**config.mk**
```make
export PLATFORM = sky130hd
export DESIGN_NAME = reset_supervisor_logic
export DESIGN_NICKNAME = d
export VERILOG_FILES = /design/src/verilog/rst_pkg.sv /design/src/verilog/sync_if.sv /design/src/verilog/level_sync.sv /design/src/verilog/reset_supervisor_logic.sv
export VERILOG_INCLUDE_DIRS = /design/src /design/src/verilog
export SDC_FILE = /design/constraint.sdc
export NUM_CORES = 1
export LEC_CHECK = 0
export CAP_MARGIN = 20
export CELL_PAD_IN_SITES_DETAIL_PLACEMENT = 0
export CELL_PAD_IN_SITES_GLOBAL_PLACEMENT = 1
export CORE_MARGIN = 2
export CORE_UTILIZATION = 25
export DETAILED_ROUTE_END_ITERATION = 6
export DONT_BUFFER_PORTS = 1
export PLACE_DENSITY = 0.51
export RECOVER_POWER = 25
export SLEW_MARGIN = 20
export SYNTH_ARGS = -nofsm -noshare
export SYNTH_HDL_FRONTEND = slang
export SYNTH_SLANG_ARGS = --single-unit
```
**constraint.sdc**
```tcl
create_clock -name ref_clk -period 4.4 [get_ports ref_clk]
set_input_delay 0.22 -clock ref_clk [delete_from_list [all_inputs] [get_ports ref_clk]]
set_output_delay 0.22 -clock ref_clk [all_outputs]
set_load 0.02 [all_outputs]
```
**src/verilog/rst_cfg.svh**
```systemverilog
/*
 * constants for the reset supervisor: command pattern, pulse qualify
 * counts and default control byte settings. assumes a 200 MHz ref_clk.
 */
`ifndef RST_CFG_SVH
`define RST_CFG_SVH
`define CLK_PERIOD_PS     5000
`define PIN_MIN_NS        200
`define PIN_MIN_CYC       ((`PIN_MIN_NS * 1000 + `CLK_PERIOD_PS - 1) / `CLK_PERIOD_PS)
`define SWRST_MASK        8'hfc
`define SWRST_CODE        8'hb4
`define CTRL_DEFAULT      8'h00
`define POR_HOLD_CYC      16
`define RAMP_OK_CYC       8
`define SYNC_STAGES       2
`endif

```
**src/verilog/rst_pkg.sv**
```systemverilog
/*
 * types for the reset supervisor.
 * assumes rst_cfg.svh is included by the design files.
 */
package rst_pkg;
    typedef enum logic [3:0] {
        ST_POR  = 4'b0001,
        ST_HOLD = 4'b0010,
        ST_RUN  = 4'b0100,
        ST_REL  = 4'b1000
    } rst_state_t;
    typedef logic [7:0] ctrl_byte_t;
endpackage : rst_pkg

```
**src/verilog/sync_if.sv**
```systemverilog
/*
 * interface carrying a level between the supervisor and its synchroniser.
 * assumes one clock domain, ref_clk.
 */
`timescale 1ns/100ps
`default_nettype none
interface sync_if;
    logic rawIn;
    logic syncOut;
    modport src (output rawIn, input syncOut);
    modport dst (input rawIn, output syncOut);
endinterface : sync_if
`default_nettype wire

```
**src/verilog/level_sync.sv**
```systemverilog
/*
 * two-flop level synchroniser, reset to active (asserted) state.
 * assumes ref_clk and asynchronous active-low rst_n.
 */
`timescale 1ns/100ps
`default_nettype none
`include "rst_cfg.svh"
module level_sync (
    input  wire logic ref_clk,
    input  wire logic rst_n,
    sync_if.dst       port
);
    typedef struct packed {
        logic [`SYNC_STAGES-1:0] stage;
    } sync_state_t;
    sync_state_t state_r;
    sync_state_t state_nxt;
    // shift raw level through the chain
    always_comb begin
        state_nxt.stage = {state_r.stage[`SYNC_STAGES-2:0], port.rawIn};
    end
    always_ff @(posedge ref_clk or negedge rst_n) begin
        if (!rst_n) begin
            state_r <= '1;
        end else begin
            state_r <= state_nxt;
        end
    end
    assign port.syncOut = state_r.stage[`SYNC_STAGES-1];
endmodule : level_sync
`default_nettype wire

```
**src/verilog/reset_supervisor_logic.sv**
```systemverilog
/*
 * reset supervisor merging pin, software and power-on resets into one
 * internal reset and restoring the control byte default.
 * assumes ref_clk at 200 MHz, a decoded command byte strobe from the
 * serial interface, and a supply-good level from the analog ramp monitor.
 */
`timescale 1ns/100ps
`default_nettype none
`include "rst_cfg.svh"
module reset_supervisor_logic
    import rst_pkg::*;
#(
    parameter int PIN_MIN = `PIN_MIN_CYC,
    parameter int POR_HOLD = `POR_HOLD_CYC,
    parameter int RAMP_OK = `RAMP_OK_CYC
) (
    input  wire logic               ref_clk,
    input  wire logic               rst_n,
    input  wire logic               resetPin_n,
    input  wire logic               supplyRising,
    input  wire logic               cmdValid,
    input  wire logic [7:0]         cmdByte,
    input  wire logic               ctrlWrite,
    input  wire rst_pkg::ctrl_byte_t ctrlIn,
    output logic                    sysReset,
    output rst_pkg::ctrl_byte_t     ctrlByte,
    output logic                    swResetSeen,
    output logic                    porDone
);
    import rst_pkg::*;

    localparam int CW = 8;

    typedef struct packed {
        rst_state_t  st;
        logic [CW-1:0] cnt;
        logic [CW-1:0] pinCnt;
        logic [CW-1:0] rampCnt;
        ctrl_byte_t  ctrl;
        logic        swSeen;
        logic        porOk;
        logic        reset;
    } sup_state_t;

    sup_state_t s_r;
    sup_state_t s_nxt;
    sync_if     pinSync ();
    logic       pinLow;
    logic       swHit;

    // pattern match on the setup command, two low bits ignored
    function automatic logic is_sw_reset(input logic [7:0] b);
        is_sw_reset = (b & `SWRST_MASK) == `SWRST_CODE;
    endfunction : is_sw_reset

    // pin is asynchronous to ref_clk
    assign pinSync.rawIn = ~resetPin_n;
    level_sync u_pin_sync (
        .ref_clk (ref_clk),
        .rst_n   (rst_n),
        .port    (pinSync)
    );
    assign pinLow = pinSync.syncOut;
    assign swHit = cmdValid && is_sw_reset(cmdByte);

    // sequencing of the merged reset
    always_comb begin
        s_nxt = s_r;
        // pulse width counter on the pin; shorter pulses may be missed
        s_nxt.pinCnt = pinLow ? ((s_r.pinCnt == CW'(PIN_MIN)) ? s_r.pinCnt
                      : s_r.pinCnt + CW'(1)) : '0;
        case (s_r.st)
            ST_POR: begin
                // ramp must rise for RAMP_OK + 1 cycles in a row before release
                s_nxt.reset = 1'b1;
                s_nxt.ctrl = `CTRL_DEFAULT;
                if (supplyRising) begin
                    s_nxt.rampCnt = s_r.rampCnt + CW'(1);
                end else begin
                    s_nxt.rampCnt = '0;
                end
                // a break in the ramp on the last cycle still blocks release
                if (supplyRising && s_r.rampCnt == CW'(RAMP_OK)) begin
                    s_nxt.st = ST_HOLD;
                    s_nxt.cnt = '0;
                    s_nxt.porOk = 1'b1;
                end
            end
            ST_HOLD: begin
                s_nxt.reset = 1'b1;
                s_nxt.ctrl = `CTRL_DEFAULT;
                s_nxt.cnt = s_r.cnt + CW'(1);
                if (pinLow) begin
                    s_nxt.cnt = '0;
                end else if (s_r.cnt == CW'(POR_HOLD)) begin
                    s_nxt.st = ST_REL;
                end
            end
            ST_REL: begin
                s_nxt.reset = 1'b0;
                s_nxt.st = ST_RUN;
            end
            ST_RUN: begin
                s_nxt.reset = 1'b0;
                if (ctrlWrite) begin
                    s_nxt.ctrl = ctrlIn;
                end
                if (s_r.pinCnt == CW'(PIN_MIN)) begin
                    s_nxt.st = ST_HOLD;
                    s_nxt.cnt = '0;
                    s_nxt.reset = 1'b1;
                    s_nxt.ctrl = `CTRL_DEFAULT;
                end else if (swHit) begin
                    s_nxt.st = ST_HOLD;
                    s_nxt.cnt = '0;
                    s_nxt.reset = 1'b1;
                    s_nxt.swSeen = 1'b1;
                    s_nxt.ctrl = `CTRL_DEFAULT;
                end
            end
            default: begin
                s_nxt.st = ST_POR;
                s_nxt.reset = 1'b1;
            end
        endcase
    end

    // state register, power-on state forced by rst_n
    always_ff @(posedge ref_clk or negedge rst_n) begin
        if (!rst_n) begin
            s_r.st <= ST_POR;
            s_r.cnt <= '0;
            s_r.pinCnt <= '0;
            s_r.rampCnt <= '0;
            s_r.ctrl <= `CTRL_DEFAULT;
            s_r.swSeen <= 1'b0;
            s_r.porOk <= 1'b0;
            s_r.reset <= 1'b1;
        end else begin
            s_r <= s_nxt;
        end
    end

    assign sysReset = s_r.reset;
    assign ctrlByte = s_r.ctrl;
    assign swResetSeen = s_r.swSeen;
    assign porDone = s_r.porOk;

    // checks
    AST_PIN_RESET: assert property (@(posedge ref_clk) disable iff (!rst_n)
        (s_r.st == ST_RUN && s_r.pinCnt == CW'(PIN_MIN))
        |=> sysReset && ctrlByte == `CTRL_DEFAULT)
        else $error("pin reset not taken");
    AST_PIN_DEFAULT: assert property (@(posedge ref_clk) disable iff (!rst_n)
        $rose(s_r.pinCnt == CW'(PIN_MIN)) && s_r.st == ST_RUN
        |=> ctrlByte == `CTRL_DEFAULT)
        else $error("control byte not defaulted on pin reset");
    AST_SW_RESET: assert property (@(posedge ref_clk) disable iff (!rst_n)
        (s_r.st == ST_RUN && swHit && s_r.pinCnt != CW'(PIN_MIN))
        |=> sysReset && swResetSeen)
        else $error("software reset not taken");
    AST_SW_DEFAULT: assert property (@(posedge ref_clk) disable iff (!rst_n)
        (s_r.st == ST_RUN && swHit) |=> ctrlByte == `CTRL_DEFAULT)
        else $error("control byte not defaulted on software reset");
    AST_NO_FALSE_SW: assert property (@(posedge ref_clk) disable iff (!rst_n)
        (s_r.st == ST_RUN && cmdValid
         && (cmdByte & `SWRST_MASK) != `SWRST_CODE
         && !pinLow && s_r.pinCnt == '0) |=> !sysReset)
        else $error("reset from a non-reset command");
    AST_POR_HELD: assert property (@(posedge ref_clk) disable iff (!rst_n)
        !porDone |-> sysReset)
        else $error("released before power-on reset done");
    AST_RAMP: assert property (@(posedge ref_clk) disable iff (!rst_n)
        (s_r.st == ST_POR && !supplyRising) |=> s_r.st == ST_POR)
        else $error("power-on left without a clean ramp");
    AST_HOLD_LEN: assert property (@(posedge ref_clk) disable iff (!rst_n)
        $fell(sysReset) |-> $past(sysReset, POR_HOLD + 2))
        else $error("merged reset too short");
    AST_RUNT: assert property (@(posedge ref_clk) disable iff (!rst_n)
        (s_r.st == ST_RUN && !pinLow && !swHit
         && s_r.pinCnt != CW'(PIN_MIN)) |=> !sysReset)
        else $error("reset without qualified source");
    COV_POR: cover property (@(posedge ref_clk) disable iff (!rst_n)
        $rose(porDone));
    COV_PIN: cover property (@(posedge ref_clk) disable iff (!rst_n)
        s_r.st == ST_RUN && s_r.pinCnt == CW'(PIN_MIN));
    COV_SW: cover property (@(posedge ref_clk) disable iff (!rst_n)
        s_r.st == ST_RUN && swHit);
endmodule : reset_supervisor_logic
`default_nettype wire

```
# Word-level counts from Yosys, hierarchy flattened

Cells that the tools add are included.

Flip-flop bits (word level): 41
Bits of input ports: 22
Output and inout port bits: 11

$add $sub $neg: 3
Eq/ne operators: 14
Multiplexer cells: 18
Bitwise logic cells: 2
Reduce and logical (&&, ||, !) cells: 10

Operator list:

| kind                                                             | number |
|---|---|
| 8-bit two-way mux                                                | 6 |
| 12-bit two-way mux                                               | 3 |
| 8-bit by 1-bit adder with 8-bit output (second input constant)   | 3 |
| 8-bit case mux with 3 select lines                               | 1 |
| 4-bit case mux with 4 select lines                               | 1 |
| 8-bit case mux with 2 select lines                               | 1 |
| 9-bit two-way mux                                                | 1 |
| 8-bit by 4-bit == test with 1-bit output (second input constant) | 1 |
| 8-bit by 5-bit == test with 1-bit output (second input constant) | 1 |
| 8-bit by 6-bit == test with 1-bit output (second input constant) | 1 |
| 4-bit two-way mux                                                | 2 |
| 2-bit inequality test (second input constant)                    | 4 |
| 6-bit == test (second input constant)                            | 1 |
| 3-bit AND reduction                                              | 2 |
| 4-bit by 1-bit == test with 1-bit output (second input constant) | 1 |
| 4-bit by 2-bit == test with 1-bit output (second input constant) | 1 |
| 4-bit by 3-bit == test with 1-bit output (second input constant) | 1 |
| 4-bit == test (second input constant)                            | 1 |
| 4-bit inequality test (second input constant)                    | 1 |
| 2-bit AND reduction                                              | 2 |
| 4-bit AND reduction                                              | 1 |
| 3-bit inequality test (second input constant)                    | 1 |
| 3-bit nonzero test                                               | 1 |
| 1-bit logical AND                                                | 2 |
| other kinds (5)                                                  | 7 |

# Logic depth before layout (Yosys ltp)

Word-level depth: 5
Depth in mapped cells: 7
Gate-level depth less buffers: 6

# Hierarchy

From an unflattened synthesis, not the netlist that was laid out.

Cells, all modules: 212
Area, all modules: 2147.1 um2

By module, submodules not included:

| module                 | instances | cells each | area each (um2) | sequential area each (um2) |
|---|---|---|---|---|
| reset_supervisor_logic | 1         | 210        | 2094.5          | 978.4 |
| level_sync             | 1         | 2          | 52.6            | 52.6 |

# Least setup slack after synthesis

OpenSTA, ideal clock, no wires.

Path kind: reg2reg
Start: register s_r[23] in the netlist's numbering
End: register s_r (netlist bit ctrlByte[0])
Setup time: 122 ps
Data arrival time: 1706 ps
Setup slack: 2572 ps
Cell stages (with the launch flop): 6
Path buffers: 1
Cell sequence: dfrtp_1 or4b_4 o31ai_4 nor2_1 buf_2 a32o_1

Longest elaborated chain between the ends: 3

Ends and longest elaborated chain:

| element                                                                                    | RTL line                      | text |
|---|---|---|
| start: declaration                                                                         | reset_supervisor_logic.sv:45  | `sup_state_t s_r;` |
| start signal: assignment                                                                   | reset_supervisor_logic.sv:140 | `s_r <= s_nxt;` |
| 8-bit by 6-bit == test with 1-bit output *                                                 | reset_supervisor_logic.sv:108 | `if (s_r.pinCnt == CW'(PIN_MIN)) begin` |
| 4-bit inequality test (no line) / 8-bit two-way mux (equally long branches)                | --                            |  |
| 2-bit AND reduction (no line) / 8-bit case mux with 2 select lines (equally long branches) | --                            |  |

Every way passes the cells marked *; elsewhere a longest branch is shown, timed or not.
A chain may end at the register's enable or synchronous reset.

==> impl_summary.log <==
[metrics] post-synthesis sequential area ratio: 48.5%
[metrics] via-per-instance ratio: 4.74
[metrics] Register-to-Register Setup Slack: 2.21 ns
[metrics] die outline height: 96.2 um
[metrics] Routability Congestion: 0.678
[metrics] global-route wire length before repair: 7130 um
[metrics] iteration-0 DRC count of the detailed router: 71
[metrics] all-layer global routing usage: 10.1%
[metrics] maximum number of pins on one net before global-route repair: 42
[metrics] time the final worst path needs with I/O delays and setup: 2.62 ns
[metrics] FILL cells: 850
[metrics] Final Hold Vio Count: 0
[metrics] ratio of cells with drive above 1 in the final layout: 10.6%
[metrics] proportion of netlist area held by the largest area contributor: 43.5%
[metrics] Synth Register Bits: 41
[metrics] violated checks: max-capacitance violations, max-slew violations
[metrics] via count of the first global-routing pass: 1368
[metrics] TritonCTS clock tree: built
[metrics] cell area after synthesis: 2130 um^2
[metrics] instance count of the mapped netlist: 203
[metrics] worst skew pair latency: 0.30 ns
[metrics] synthesized area per cell: 10.5 um^2
[metrics] leakage dissipation: 0.973 nW
[metrics] r2r worst-path depth: 4
[metrics] final total power: 0.00112 W
[metrics] total routed wirelength: 4350 um
[metrics] Worst Hold Path Cells: 2
[metrics] largest buffer count on any clock path: 2
[metrics] Antenna Diode Count: 0
[metrics] number of buffers added by the clock tree synthesis step: 5
[metrics] count of yosys warnings during synthesis: 0
[metrics] Total Negative Setup Slacks: 0 ns
[metrics] outcome: finished, violations left
[metrics] horizontal die dimension: 96.2 um
[metrics] normalized max-slew margin: -58.6%
[metrics] max frequency: 382 MHz
[metrics] first drt pass iteration count: 4
[metrics] number of buffer and inverter stages on the critical path: 2
[metrics] maximum capacitance violations: 1
[metrics] core outline area: 8220 um^2
[metrics] Netlist cell types: 51
[metrics] Min-Delay Endpoint: s_r[11]
[metrics] Via Count: 1442
[metrics] starting utilization of the core area: 25.9%
[metrics] cell types with the largest area share after synthesis: dfrtp_1 (44%), dfstp_2 (4.9%), a32o_1 (3.8%)
[metrics] r2r endpoint: s_r[30]
[metrics] Remaining DRCs: 0
[metrics] post-CTS setup-driven buffer insertion count: 0
[metrics] clock slew at reported path FFs: 0.08 ns
[metrics] top-level I/O count: 33
[metrics] Die Outline Area: 9260 um^2
[metrics] total gr overflow: 0
[metrics] top cell family by delay on the critical path: buffers and inverters
[metrics] Port Buf Inserts: 0
[metrics] series of cell instances along the critical path: dlygate4sd3_1 -> clkbuf_1
[metrics] Worst Setup End Kind: asynchronous set/reset pin
[metrics] cell with the largest stage delay on the worst path: clkbuf_1
[metrics] reg-to-reg startpoint: s_r[35]
[metrics] hold buffer count at CTS: 3
[metrics] standard-cell rows: 33
[metrics] H-tree level count: 2
[metrics] power per standard cell area: 487 nW/um^2
[metrics] Syn-to-layout area delta: 8.18%
[metrics] antenna violations before repair: 0
[metrics] measured slew at the worst slew-check pin: 2.38 ns
[metrics] Hold Path Class: primary input to register
[metrics] number of failing setup endpoints in the final timing report: 0
[metrics] PostCTS Resize Cnt: 0
[metrics] count of final max-slew check failures: 42
[metrics] net count of the mapped netlist: 231
[metrics] startpoint kind of the worst setup timing path: primary input
[metrics] Worst EP arrival: 2.53 ns
[metrics] period utilization: 59.5%
[metrics] kind of critical path: primary input to asynchronous set/reset pin
[metrics] dominant cell type by area after synthesis: dfrtp_1
[metrics] peak supply drop: 0.147 mV
[metrics] startpoint of the lowest-slack hold path: supplyRising
[metrics] detail-routed net length per standard cell: 14.3 um
[metrics] post-DP HPWL: 2820 um
[metrics] unrepaired setup endpoints after global routing: no
[metrics] clock root buffer master: clkbuf_8
[metrics] required time reported for the critical path endpoint: 4.31 ns
[metrics] worst-path maximum fanout: 41
[metrics] number of routed nets with antenna violations: 0
[metrics] setup skew after layout: 0.0103 ns
[metrics] max incr delay on CP: 1.70 ns
[metrics] # nets final: 226
[metrics] clock sink total: 41
-- kinds of logic (layout without fill, tap and decap cells) --
| kind of cell | after synthesis | in the layout | share of synthesized area, % |
|---|---|---|---|
| XOR/XNOR | 10 | 10 | 4.12 |
| AND/OR/NAND/NOR | 77 | 77 | 21.5 |
| AO/OA/AOI/OAI | 41 | 41 | 14.9 |
| flip-flops | 41 | 41 | 48.5 |
| buffers and inverters | 26 | 22 | 6.47 |
| adder cells (fa/ha/maj) | 6 | 6 | 3.53 |
| multiplexers | 2 | 2 | 1.00 |
-- final cells by class --
| cell class | count | area (um^2) | share of cell area [%] |
|---|---|---|---|
| Timing Repair Buffer | 3 | 23.8 | 1.03 |
| Tap cell | 105 | 131 | 5.71 |
| Clock buffer | 5 | 68.8 | 2.99 |
| Multi-Input combinational cell | 136 | 958 | 41.7 |
| Sequential cell | 41 | 1030 | 44.8 |
| Clock inverter | 3 | 46.3 | 2.01 |
| Inverter | 11 | 41.3 | 1.79 |
-- through the flow --
step / instances / util, % / hold slack (ns) / setup slack [ns] / area [um^2]
6_report: 304 / 28.0 / 0.0491 / 1.78 / 2300
4_1_cts: 304 / 28.3 / 0.0388 / 2.21 / 2320
3_5_place_dp: 293 / 26.3 / -0.0724 / 2.23 / 2160
5_1_grt: 304 / 28.0 / 0.0346 / 1.35 / 2300
2_1_floorplan: 203 / - / -0.0756 / 2.57 / 2130
3_3_place_gp: 293 / 26.3 / -0.0719 / 2.24 / 2160
-- worst max path at each step --
| stage | startpoint | to | slack, ns | depth (start not counted) |
|---|---|---|---|---|
| after floorplan | s_r[23] | ctrlByte[0] | 2.57 | 5 |
| after CTS | s_r[35] | s_r[31] | 2.21 | 4 |
| final | rst_n | s_r[28] | 1.78 | 2 |
| after global routing | rst_n | s_r[28] | 1.35 | 2 |
| after detailed placement | s_r[35] | s_r[33] | 2.23 | 4 |
| after global placement | s_r[35] | s_r[32] | 2.24 | 4 |
-- synth_stat cells (all sizes together) --
master and count:
dfrtp 37, xor2 2, o21ai 12, or2 1, a41o 1, xnor2 8, nor2b 2, nand2b 1
a21boi 1, nand4 1, ha 6, o31ai 3, a22oi 1, or3b 1, and2 6, o2bb2ai 1
buf 12, or4b 4, mux2 1, o21a 1, a21oi 1, a21o 3, or4 1, nor3 8
a22o 3, a32o 8, nor4b 4, nand4b 2, nor2 13, inv 11, a31oi 5, clkbuf 3
o211a 1, and3 2, mux2i 1, dfstp 4, nor4 2, nand3 11, and4 1, nand2 17
-- sequential cells by signal, indices dropped and copies added (netlist names) --
register            cells
s_r                    28
porDone                 1
swResetSeen             1
sysReset                1
u_pin_sync.state_r      2
ctrlByte                8
-- placed cells by master, fill, tap and decap left out, types with 6 or more instances in the layout --
| cell type | count |
|---|---|
| a32o_1 | 8 |
| nand3_1 | 11 |
| o21ai_1 | 7 |
| nand2_1 | 17 |
| dfrtp_1 | 37 |
| inv_1 | 11 |
| nor2_1 | 12 |
| and2_1 | 6 |
| ha_1 | 6 |
| xnor2_1 | 8 |
| nor3_1 | 6 |
-- routing by layer --
metal | part of all wire, % | vias to the layer above | GRT usage [%]
met1 | 49 | 703 | 14.8
met5 | 0 | - | 0
met2 | 46 | 24 | 14.4
li1 | - | 710 | -
met4 | 0.62 | 0 | 2.86
met3 | 4.2 | 5 | 3.05
-- power by group --
group | leakage, nW | switching [W] | internal, W
logic | 0.374 | 0.000179 | 0.000105
registers | 0.544 | 0.0000857 | 0.000439
clock network | 0.0543 | 0.000141 | 0.000170
(Power assumes the default switching activity.)
